File: src/include/sbt_regs.vh
`ifndef SBT_REGS_VH
`define SBT_REGS_VH
// ----------------------------------------
// Scan chain geometry
// ----------------------------------------
`define SBT_IR_W        3
`define SBT_BSR_W       71
`define SBT_ID_W        32
// ----------------------------------------
// Controller states
// ----------------------------------------
`define SBT_ST_RESET    4'h0
`define SBT_ST_IDLE     4'h1
`define SBT_ST_SEL_DR   4'h2
`define SBT_ST_CAP_DR   4'h3
`define SBT_ST_SH_DR    4'h4
`define SBT_ST_EX1_DR   4'h5
`define SBT_ST_PAU_DR   4'h6
`define SBT_ST_EX2_DR   4'h7
`define SBT_ST_UPD_DR   4'h8
`define SBT_ST_SEL_IR   4'h9
`define SBT_ST_CAP_IR   4'ha
`define SBT_ST_SH_IR    4'hb
`define SBT_ST_EX1_IR   4'hc
`define SBT_ST_PAU_IR   4'hd
`define SBT_ST_EX2_IR   4'he
`define SBT_ST_UPD_IR   4'hf
// ----------------------------------------
// Instruction codes and capture pattern
// ----------------------------------------
`define SBT_OP_FLOAT    3'h0
`define SBT_OP_IDCODE   3'h1
`define SBT_OP_SAMPZ    3'h2
`define SBT_OP_SAMPLE   3'h4
`define SBT_OP_BYPASS   3'h7
`define SBT_IR_CAPTURE  3'h1
`define SBT_ID_DEFAULT  32'h00000001
`endif

File: src/rtl/sbt_sync.v
`timescale 1ns/1ps
`default_nettype none
// Two-flop synchroniser, reset value chosen by caller
module sbt_sync #(
  parameter RST_VAL = 1'b1
) (
  input  wire clk,     // Sampling clock
  input  wire rst,     // Synchronous reset
  input  wire d,       // Asynchronous input
  output reg  q_q      // Synchronised output
);
  reg meta_q;
  always @(posedge clk) begin
    if (rst) begin
      meta_q <= RST_VAL;
      q_q    <= RST_VAL;
    end else begin
      meta_q <= d;
      q_q    <= meta_q;
    end
  end
endmodule
`default_nettype wire

File: src/rtl/sbt_tap.v
// Behaviour
// - State machine steps on TMS sampled at each rising TCK edge.
// - Inputs captured on rising TCK; TDO, its enable and memory float change on falling, tap_state on rising.
// - Floating TMS and TDI read as high.
// - TDI enters the selected register MSB; TDO shows its LSB.
// - TDO driven only in shift states, otherwise high impedance.
// - Five rising TCK edges with TMS high reset the test logic.
// - Power-up reset leaves TDO high impedance.
// - Current instruction selects exactly one register between TDI and TDO.
// - Three-bit instruction shifted in Shift-IR, effective at Update-IR.
// - Instruction register holds identification instruction after reset.
// - Capture-IR loads binary 01 into the two lowest bits.
// - Bypass is one bit, cleared when bypass instruction executes.
// - Boundary register is 71 bits over the I/O ring.
// - Capture-DR snapshots ring; Shift-DR shifts it out.
// - Float, sample and sample-float instructions capture the I/O ring.
// - Identification instruction captures fixed 32-bit code into ID register.
// - All eight codes decoded; reserved codes act as bypass.
// - Never drives memory or preloads buffers; only captures the ring.
// - All-zero code acts like sample and floats memory outputs.
// - Sample-float selects boundary register and floats memory outputs.
// - Update-DR under sample has no effect beyond Pause-DR.
`timescale 1ns/1ps
`default_nettype none
`include "sbt_regs.vh"
module sbt_tap #(
  parameter [2:0]  OP_FLOAT  = `SBT_OP_FLOAT,
  parameter [2:0]  OP_IDCODE = `SBT_OP_IDCODE,
  parameter [2:0]  OP_SAMPZ  = `SBT_OP_SAMPZ,
  parameter [2:0]  OP_SAMPLE = `SBT_OP_SAMPLE,
  parameter [2:0]  OP_BYPASS = `SBT_OP_BYPASS,
  parameter [31:0] ID_CODE   = `SBT_ID_DEFAULT  // Arbitrary value
) (
  input  wire        ref_clk,    // 20 MHz system clock
  input  wire        sys_rst,    // Power-up reset, active high
  input  wire        tck,        // Test clock pin
  input  wire        tms,        // Mode select pin, pulled up
  input  wire        tdi,        // Serial data in, pulled up
  input  wire [70:0] ring_in,    // I/O ring levels to capture
  output reg         tdo_o,      // Serial data out
  output reg         tdo_oe_n,   // TDO enable, low while driven
  output reg         mem_hiz_q,  // Force memory outputs high impedance
  output wire [3:0]  tap_state   // Controller state
);
  // ----------------------------------------
  // Widths and controller states
  // ----------------------------------------
  localparam IR_W  = `SBT_IR_W;
  localparam BSR_W = `SBT_BSR_W;
  localparam ID_W  = `SBT_ID_W;

  localparam [3:0] ST_RESET  = `SBT_ST_RESET;
  localparam [3:0] ST_IDLE   = `SBT_ST_IDLE;
  localparam [3:0] ST_SEL_DR = `SBT_ST_SEL_DR;
  localparam [3:0] ST_CAP_DR = `SBT_ST_CAP_DR;
  localparam [3:0] ST_SH_DR  = `SBT_ST_SH_DR;
  localparam [3:0] ST_EX1_DR = `SBT_ST_EX1_DR;
  localparam [3:0] ST_PAU_DR = `SBT_ST_PAU_DR;
  localparam [3:0] ST_EX2_DR = `SBT_ST_EX2_DR;
  localparam [3:0] ST_UPD_DR = `SBT_ST_UPD_DR;
  localparam [3:0] ST_SEL_IR = `SBT_ST_SEL_IR;
  localparam [3:0] ST_CAP_IR = `SBT_ST_CAP_IR;
  localparam [3:0] ST_SH_IR  = `SBT_ST_SH_IR;
  localparam [3:0] ST_EX1_IR = `SBT_ST_EX1_IR;
  localparam [3:0] ST_PAU_IR = `SBT_ST_PAU_IR;
  localparam [3:0] ST_EX2_IR = `SBT_ST_EX2_IR;
  localparam [3:0] ST_UPD_IR = `SBT_ST_UPD_IR;

  // ----------------------------------------
  // Decode functions
  // ----------------------------------------
  // Standard sixteen-state graph, TMS picks the successor
  function [3:0] tap_next;
    input [3:0] st;
    input       tms_lvl;
    begin
      case (st)
        ST_RESET:  tap_next = tms_lvl ? ST_RESET  : ST_IDLE;
        ST_IDLE:   tap_next = tms_lvl ? ST_SEL_DR : ST_IDLE;
        ST_SEL_DR: tap_next = tms_lvl ? ST_SEL_IR : ST_CAP_DR;
        ST_CAP_DR: tap_next = tms_lvl ? ST_EX1_DR : ST_SH_DR;
        ST_SH_DR:  tap_next = tms_lvl ? ST_EX1_DR : ST_SH_DR;
        ST_EX1_DR: tap_next = tms_lvl ? ST_UPD_DR : ST_PAU_DR;
        ST_PAU_DR: tap_next = tms_lvl ? ST_EX2_DR : ST_PAU_DR;
        ST_EX2_DR: tap_next = tms_lvl ? ST_UPD_DR : ST_SH_DR;
        ST_UPD_DR: tap_next = tms_lvl ? ST_SEL_DR : ST_IDLE;
        ST_SEL_IR: tap_next = tms_lvl ? ST_RESET  : ST_CAP_IR;
        ST_CAP_IR: tap_next = tms_lvl ? ST_EX1_IR : ST_SH_IR;
        ST_SH_IR:  tap_next = tms_lvl ? ST_EX1_IR : ST_SH_IR;
        ST_EX1_IR: tap_next = tms_lvl ? ST_UPD_IR : ST_PAU_IR;
        ST_PAU_IR: tap_next = tms_lvl ? ST_EX2_IR : ST_PAU_IR;
        ST_EX2_IR: tap_next = tms_lvl ? ST_UPD_IR : ST_SH_IR;
        ST_UPD_IR: tap_next = tms_lvl ? ST_SEL_DR : ST_IDLE;
        default:   tap_next = ST_RESET;
      endcase
    end
  endfunction

  // Instructions that place the boundary register in the path
  function is_ring;
    input [2:0] op;
    begin
      is_ring = (op == OP_FLOAT) || (op == OP_SAMPLE) ||
                (op == OP_SAMPZ);
    end
  endfunction

  // Instructions that float the memory outputs
  function is_float;
    input [2:0] op;
    begin
      is_float = (op == OP_FLOAT) || (op == OP_SAMPZ);
    end
  endfunction

  // Only the two shift states drive TDO
  function is_shift;
    input [3:0] st;
    begin
      is_shift = (st == ST_SH_DR) || (st == ST_SH_IR);
    end
  endfunction

  // ----------------------------------------
  // Pin synchronisers
  // ----------------------------------------
  wire tck_s;
  wire tms_s;
  wire tdi_s;

  // TCK idles low, so its flops reset low: no false edge after reset
  sbt_sync #(.RST_VAL(1'b0)) u_tck (
    .clk (ref_clk),
    .rst (sys_rst),
    .d   (tck),
    .q_q (tck_s)
  );

  // Pull-ups modelled by resetting to high
  sbt_sync #(.RST_VAL(1'b1)) u_tms (
    .clk (ref_clk),
    .rst (sys_rst),
    .d   (tms),
    .q_q (tms_s)
  );

  sbt_sync #(.RST_VAL(1'b1)) u_tdi (
    .clk (ref_clk),
    .rst (sys_rst),
    .d   (tdi),
    .q_q (tdi_s)
  );

  // ----------------------------------------
  // TCK edge detection
  // ----------------------------------------
  // Edges are seen two to three clocks late; each TCK phase must
  // therefore last at least three clocks
  reg tck_prev_q;

  always @(posedge ref_clk) begin
    if (sys_rst) begin
      tck_prev_q <= 1'b0;
    end else begin
      tck_prev_q <= tck_s;
    end
  end

  // Held low TCK never makes an edge, so logic sleeps
  wire rise = tck_s & ~tck_prev_q;
  wire fall = ~tck_s & tck_prev_q;

  // ----------------------------------------
  // Controller
  // ----------------------------------------
  reg [3:0] st_q;
  reg [3:0] st_d;

  assign tap_state = st_q;

  always @* begin
    st_d = tap_next(st_q, tms_s);
  end

  always @(posedge ref_clk) begin
    if (sys_rst) begin
      st_q <= ST_RESET;
    end else if (rise) begin
      st_q <= st_d;
    end
  end

  // ----------------------------------------
  // Instruction register
  // ----------------------------------------
  reg [IR_W-1:0] ir_sh_q;   // Shift stage
  reg [IR_W-1:0] ir_q;      // Active instruction
  reg [IR_W-1:0] ir_d;

  always @(posedge ref_clk) begin
    if (sys_rst) begin
      ir_sh_q <= OP_IDCODE;
    end else if (rise) begin
      if (st_q == ST_CAP_IR) begin
        ir_sh_q <= `SBT_IR_CAPTURE;
      end else if (st_q == ST_SH_IR) begin
        ir_sh_q <= {tdi_s, ir_sh_q[IR_W-1:1]};
      end
    end
  end

  // New instruction lands on the falling edge inside Update-IR, so the
  // decode never changes between a capture and its shift
  always @* begin
    case (st_q)
      ST_RESET:  ir_d = OP_IDCODE;
      ST_UPD_IR: ir_d = ir_sh_q;
      default:   ir_d = ir_q;
    endcase
  end

  always @(posedge ref_clk) begin
    if (sys_rst) begin
      ir_q <= OP_IDCODE;
    end else if (fall) begin
      ir_q <= ir_d;
    end
  end

  // Reserved codes fall into bypass so one register is always chosen
  wire sel_bsr = is_ring(ir_q);
  wire sel_id  = (ir_q == OP_IDCODE);
  wire sel_byp = ~sel_bsr & ~sel_id;

  // ----------------------------------------
  // Boundary scan register
  // ----------------------------------------
  reg [BSR_W-1:0] bsr_q;

  // Ring is sampled as it stands; a ball in transition may capture
  // either level. Nothing is ever driven back
  always @(posedge ref_clk) begin
    if (sys_rst) begin
      bsr_q <= {BSR_W{1'b0}};
    end else if (rise && sel_bsr) begin
      if (st_q == ST_CAP_DR) begin
        bsr_q <= ring_in;
      end else if (st_q == ST_SH_DR) begin
        bsr_q <= {tdi_s, bsr_q[BSR_W-1:1]};
      end
    end
  end
  // Update-DR loads nothing: there is no preload stage

  // ----------------------------------------
  // Identification register
  // ----------------------------------------
  reg [ID_W-1:0] id_q;

  always @(posedge ref_clk) begin
    if (sys_rst) begin
      id_q <= {ID_W{1'b0}};
    end else if (rise && sel_id) begin
      if (st_q == ST_CAP_DR) begin
        id_q <= ID_CODE;
      end else if (st_q == ST_SH_DR) begin
        id_q <= {tdi_s, id_q[ID_W-1:1]};
      end
    end
  end

  // ----------------------------------------
  // Bypass register
  // ----------------------------------------
  reg byp_q;

  always @(posedge ref_clk) begin
    if (sys_rst) begin
      byp_q <= 1'b0;
    end else if (rise && sel_byp) begin
      if (st_q == ST_CAP_DR) begin
        byp_q <= 1'b0;
      end else if (st_q == ST_SH_DR) begin
        byp_q <= tdi_s;
      end
    end
  end

  // ----------------------------------------
  // Falling edge: serial output
  // ----------------------------------------
  wire dr_bit  = sel_bsr ? bsr_q[0] : (sel_id ? id_q[0] : byp_q);
  wire out_bit = (st_q == ST_SH_IR) ? ir_sh_q[0] : dr_bit;

  always @(posedge ref_clk) begin
    if (sys_rst) begin
      tdo_o    <= 1'b0;
      tdo_oe_n <= 1'b1;
    end else if (fall) begin
      tdo_oe_n <= ~is_shift(st_q);
      tdo_o    <= out_bit;
    end
  end

  // ----------------------------------------
  // Falling edge: memory output float
  // ----------------------------------------
  // Follows the instruction that takes effect on the same edge
  always @(posedge ref_clk) begin
    if (sys_rst) begin
      mem_hiz_q <= 1'b0;
    end else if (fall) begin
      mem_hiz_q <= is_float(ir_d);
    end
  end
endmodule
`default_nettype wire

File: config.mk
export PLATFORM = sky130hd
export DESIGN_NAME = sbt_tap
export DESIGN_NICKNAME = d
export VERILOG_FILES = /design/src/rtl/sbt_sync.v /design/src/rtl/sbt_tap.v
export VERILOG_INCLUDE_DIRS = /design/src /design/src/include
export SDC_FILE = /design/constraint.sdc
export NUM_CORES = 1
export LEC_CHECK = 0
export ABC_AREA = 1
export ABC_CLOCK_PERIOD_IN_PS = 1700
export BUFFER_PORTS_ARGS = -buffer_cell sky130_fd_sc_hd__buf_2
export CORE_MARGIN = 1.5
export CORE_UTILIZATION = 50
export DETAILED_ROUTE_END_ITERATION = 16
export HOLD_SLACK_MARGIN = 0.02
export PLACE_DENSITY = 0.73
export SYNTH_ARGS = -nofsm -noshare
export SYNTH_HDL_FRONTEND = slang
export SYNTH_SLANG_ARGS = --single-unit
File: constraint.sdc
create_clock -name ref_clk -period 1.7 [get_ports ref_clk]
set_input_delay 0.085 -clock ref_clk [delete_from_list [all_inputs] [get_ports ref_clk]]
set_output_delay 0.085 -clock ref_clk [all_outputs]
set_load 0.005 [all_outputs]
==> results.sh <==
export IMPL_wl_met1_um=6100
export IMPL_top_layer="met4"
export IMPL_syn_avg_cell_area_um2=6.94
export IMPL_hold_viol=0
export IMPL_whs_ps=34.5
export IMPL_critPathCapture="bsr_q[43]"
export IMPL_relSlewSlack=0.634
export IMPL_r2r_start="u_tck.q_q"
export IMPL_ant_nets=0
export IMPL_worstSetupPathType="reg2reg"
export IMPL_wl_met3_um=821
export IMPL_drv_cap=0
export IMPL_crit_slowest_cell="dfxtp_1"
export IMPL_whs_path_depth=5
export IMPL_drcViolationCount=0
export IMPL_syn_nets=849
export IMPL_initial_core_util=0.517
export IMPL_synth_cell_types=23
export IMPL_rows=37
export IMPL_utilization=0.706
export IMPL_outcome="completed"
export IMPL_min_from="ring_in[34]"
export IMPL_place_hpwl_um=7490
export IMPL_crit_chain="nand2_1 > inv_1 > nand3_4 > buf_4 > a21oi_1 > a21oi_1 > nor2_1"
export IMPL_cts_max_path_buffers=2
export IMPL_grt_max_degree=77
export IMPL_grt_antenna_before_repair=0
export IMPL_yosysWarnings=0
export IMPL_vdd_drop_max_mv=0.686
export IMPL_reg2reg_slack_ps=100
export IMPL_gp_congestion=0.907
export IMPL_grt_pass1_vias=5207
export IMPL_place_ws_ps=89.7
export IMPL_routedWlPerCell_um=13.4
export IMPL_ys_seq_elements=124
export IMPL_n_fill_cell=790
export IMPL_critPathCaptureType="register"
export IMPL_cp_max_fo=18
export IMPL_dieArea_um2=11400
export IMPL_n_antenna_cell=0
export IMPL_area_growth_pct=36.5
export IMPL_port_buffers=82
export IMPL_synthCells=773
export IMPL_design_power_total_w=0.00686
export IMPL_gr_usage_all_layers=0.247
export IMPL_min_period_ps=1600
export IMPL_drt_iter0_drc=415
export IMPL_grt_ovfl_total=0
export IMPL_ys_seq_area_frac=0.463
export IMPL_cts_buffers=17
export IMPL_clock_sinks=124
export IMPL_clkTransAtPathRegs_ps=60
export IMPL_fin_nets=989
export IMPL_setup_viol_count_final=0
export IMPL_leakagePower_nw=2.74
export IMPL_cp_data_required_time_ps=2140
export IMPL_drive_gt1_frac=0.176
export IMPL_grt_pass1_wl_um=22900
export IMPL_worstRegToRegCells=7
export IMPL_cp_buffers_inverters=2
export IMPL_cp_arrival_ps=2030
export IMPL_max_stage_delay_ps=350
export IMPL_drt_first_pass_iters=5
export IMPL_worst_setup_path_start_kind="register"
export IMPL_finalWorstSetupSlack_ps=104
export IMPL_placed_cells=955
export IMPL_cts_max_level=4
export IMPL_hp_class="in2reg"
export IMPL_met2_length_um=6980
export IMPL_p_per_area_nw_per_um2=937
export IMPL_tightest_slew_ps=548
export IMPL_die_h_um=107
export IMPL_ios=83
export IMPL_syn_cell_area_um2=5360
export IMPL_crit_family="buffers and inverters"
export IMPL_clockRootBuffer="clkbuf_8"
export IMPL_core_area_um2=10400
export IMPL_finalCritPeriodShare=0.939
export IMPL_r2r_end="bsr_q[43]"
export IMPL_drt_total_wl_um=14200
export IMPL_critPathLaunch="u_tck.q_q"
export IMPL_slew_viol_final=0
export IMPL_max_freq_mhz=626
export IMPL_cp_depth=7
export IMPL_clock_latency_ps=510
export IMPL_die_w_um=107
export IMPL_cts_tree="done"
export IMPL_layoutNonFillerInstCount=1062
export IMPL_cpMostUsedCell="a21oi_1"
export IMPL_num_vias=5697
export IMPL_viasPerCell=5.36
export IMPL_fin_worst_skew_ps=10.7
## registers in the layout, indices dropped and copies added, names as in the netlist
signal	count
bsr_q	71
byp_q	1
id_q	32
ir_q	3
ir_sh_q	3
mem_hiz_q	1
tap_state	4
tck_prev_q	1
tdo_o	1
tdo_oe_n	1
u_tck.meta_q	1
u_tck.q_q	1
u_tdi.meta_q	1
u_tdi.q_q	1
u_tms.meta_q	1
u_tms.q_q	1
## logic make-up after synthesis
family,synth area share
AND/OR/NAND/NOR,0.271
AO/OA/AOI/OAI,0.201
flip-flops,0.463
buffers and inverters,0.0651
## cell usage after synthesis, drive strengths merged
master | number | area share
nand2 | 212 | 0.15
a21oi | 190 | 0.18
dfxtp | 124 | 0.46
nor2 | 97 | 0.069
nand3 | 46 | 0.044
buf | 29 | 0.029
inv | 27 | 0.019
clkbuf | 24 | 0.017
o21ai | 12 | 0.011
or2 | 4 | 0.0047
nand4 | 3 | 0.0035
o211ai | 2 | 0.0028
a211oi | 1 | 0.0014
nor3 | 1 | 0.00093
o32ai | 1 | 0.0016
## timing repair
action / CTS / global route
hold buffers: 73 / 0
hold endpoints to repair: 73 / 0
cloned: 0 / 2
setup buffers: 0 / 0
endpoints found under the setup margin: 1 / 53
resized for setup: 1 / 13
pin swaps: 0 / 0
## layout by cell type, fill, tap and decap left out
master	n
nand2_1	210
a21oi_1	177
dfxtp_1	120
nor2_1	95
buf_2	81
dlygate4sd3_1	73
nand3_1	45
inv_1	23
clkbuf_16	18
a21oi_2	13
o21ai_0	12
buf_4	11
inv_6	5
inv_2	4
or2_2	4
buf_12	4
nand4_1	3
bufinv_16	3
clkinv_4	3
dfxtp_2	3
nor2_2	2
o211ai_1	2
clkinvlp_4	2
clkinv_2	2
nand2_4	1
nand2_2	1
nand3_4	1
nor3_1	1
o32ai_1	1
a211oi_1	1
clkbuf_8	1
buf_6	1
buf_8	1
buf_16	1
dfxtp_4	1
## report_power, final
group / switching, W / internal, W / total [W]
combinational: 0.000125 / 0.000188 / 0.000313
sequential: 0.00000594 / 0.00291 / 0.00292
clock: 0.00137 / 0.00226 / 0.00363
total: 0.00151 / 0.00536 / 0.00686
## how the worst min path moves through the flow
| stage | to | slack [ps] |
|---|---|---|
| 2_1_floorplan | u_tdi.meta_q | 190 |
| 3_3_place_gp | u_tms.meta_q | 270 |
| 3_5_place_dp | u_tms.meta_q | 270 |
| 4_1_cts | bsr_q[34] | 20 |
| 5_1_grt | bsr_q[70] | 50 |
| 6_report | bsr_q[34] | 30 |
## worst register-to-register path, delay by kind of cell, from the launching register on
kind | cells | cell delay, ps
compound gates | 2 | 220
flops | 1 | 350
buf+inv | 2 | 490
simple gates | 3 | 460
## through the flow
step	TNS, ps	area, um2
floorplan	0	5360
global placement	0	5900
detailed placement	0	5900
CTS	0	7230
global route	-7.07	7320
finish	0	7320
## layer usage
layer  GRT usage  vias up
met2       0.405      224
met1       0.307     2625
met5           0        -
met4       0.111        0
li1            -     2811
met3      0.0595       37
## cell type report
cell class / count / area (um2) / area share
timing repair buffer: 174 / 1400 / 0.192
inverter: 27 / 101 / 0.0138
clock inverter: 15 / 185 / 0.0253
sequential: 124 / 2490 / 0.340
clock buffer: 17 / 414 / 0.0566
multi-input combinational: 569 / 2560 / 0.349
tap: 136 / 170 / 0.0232
Power figures use the tool's default switching activity.
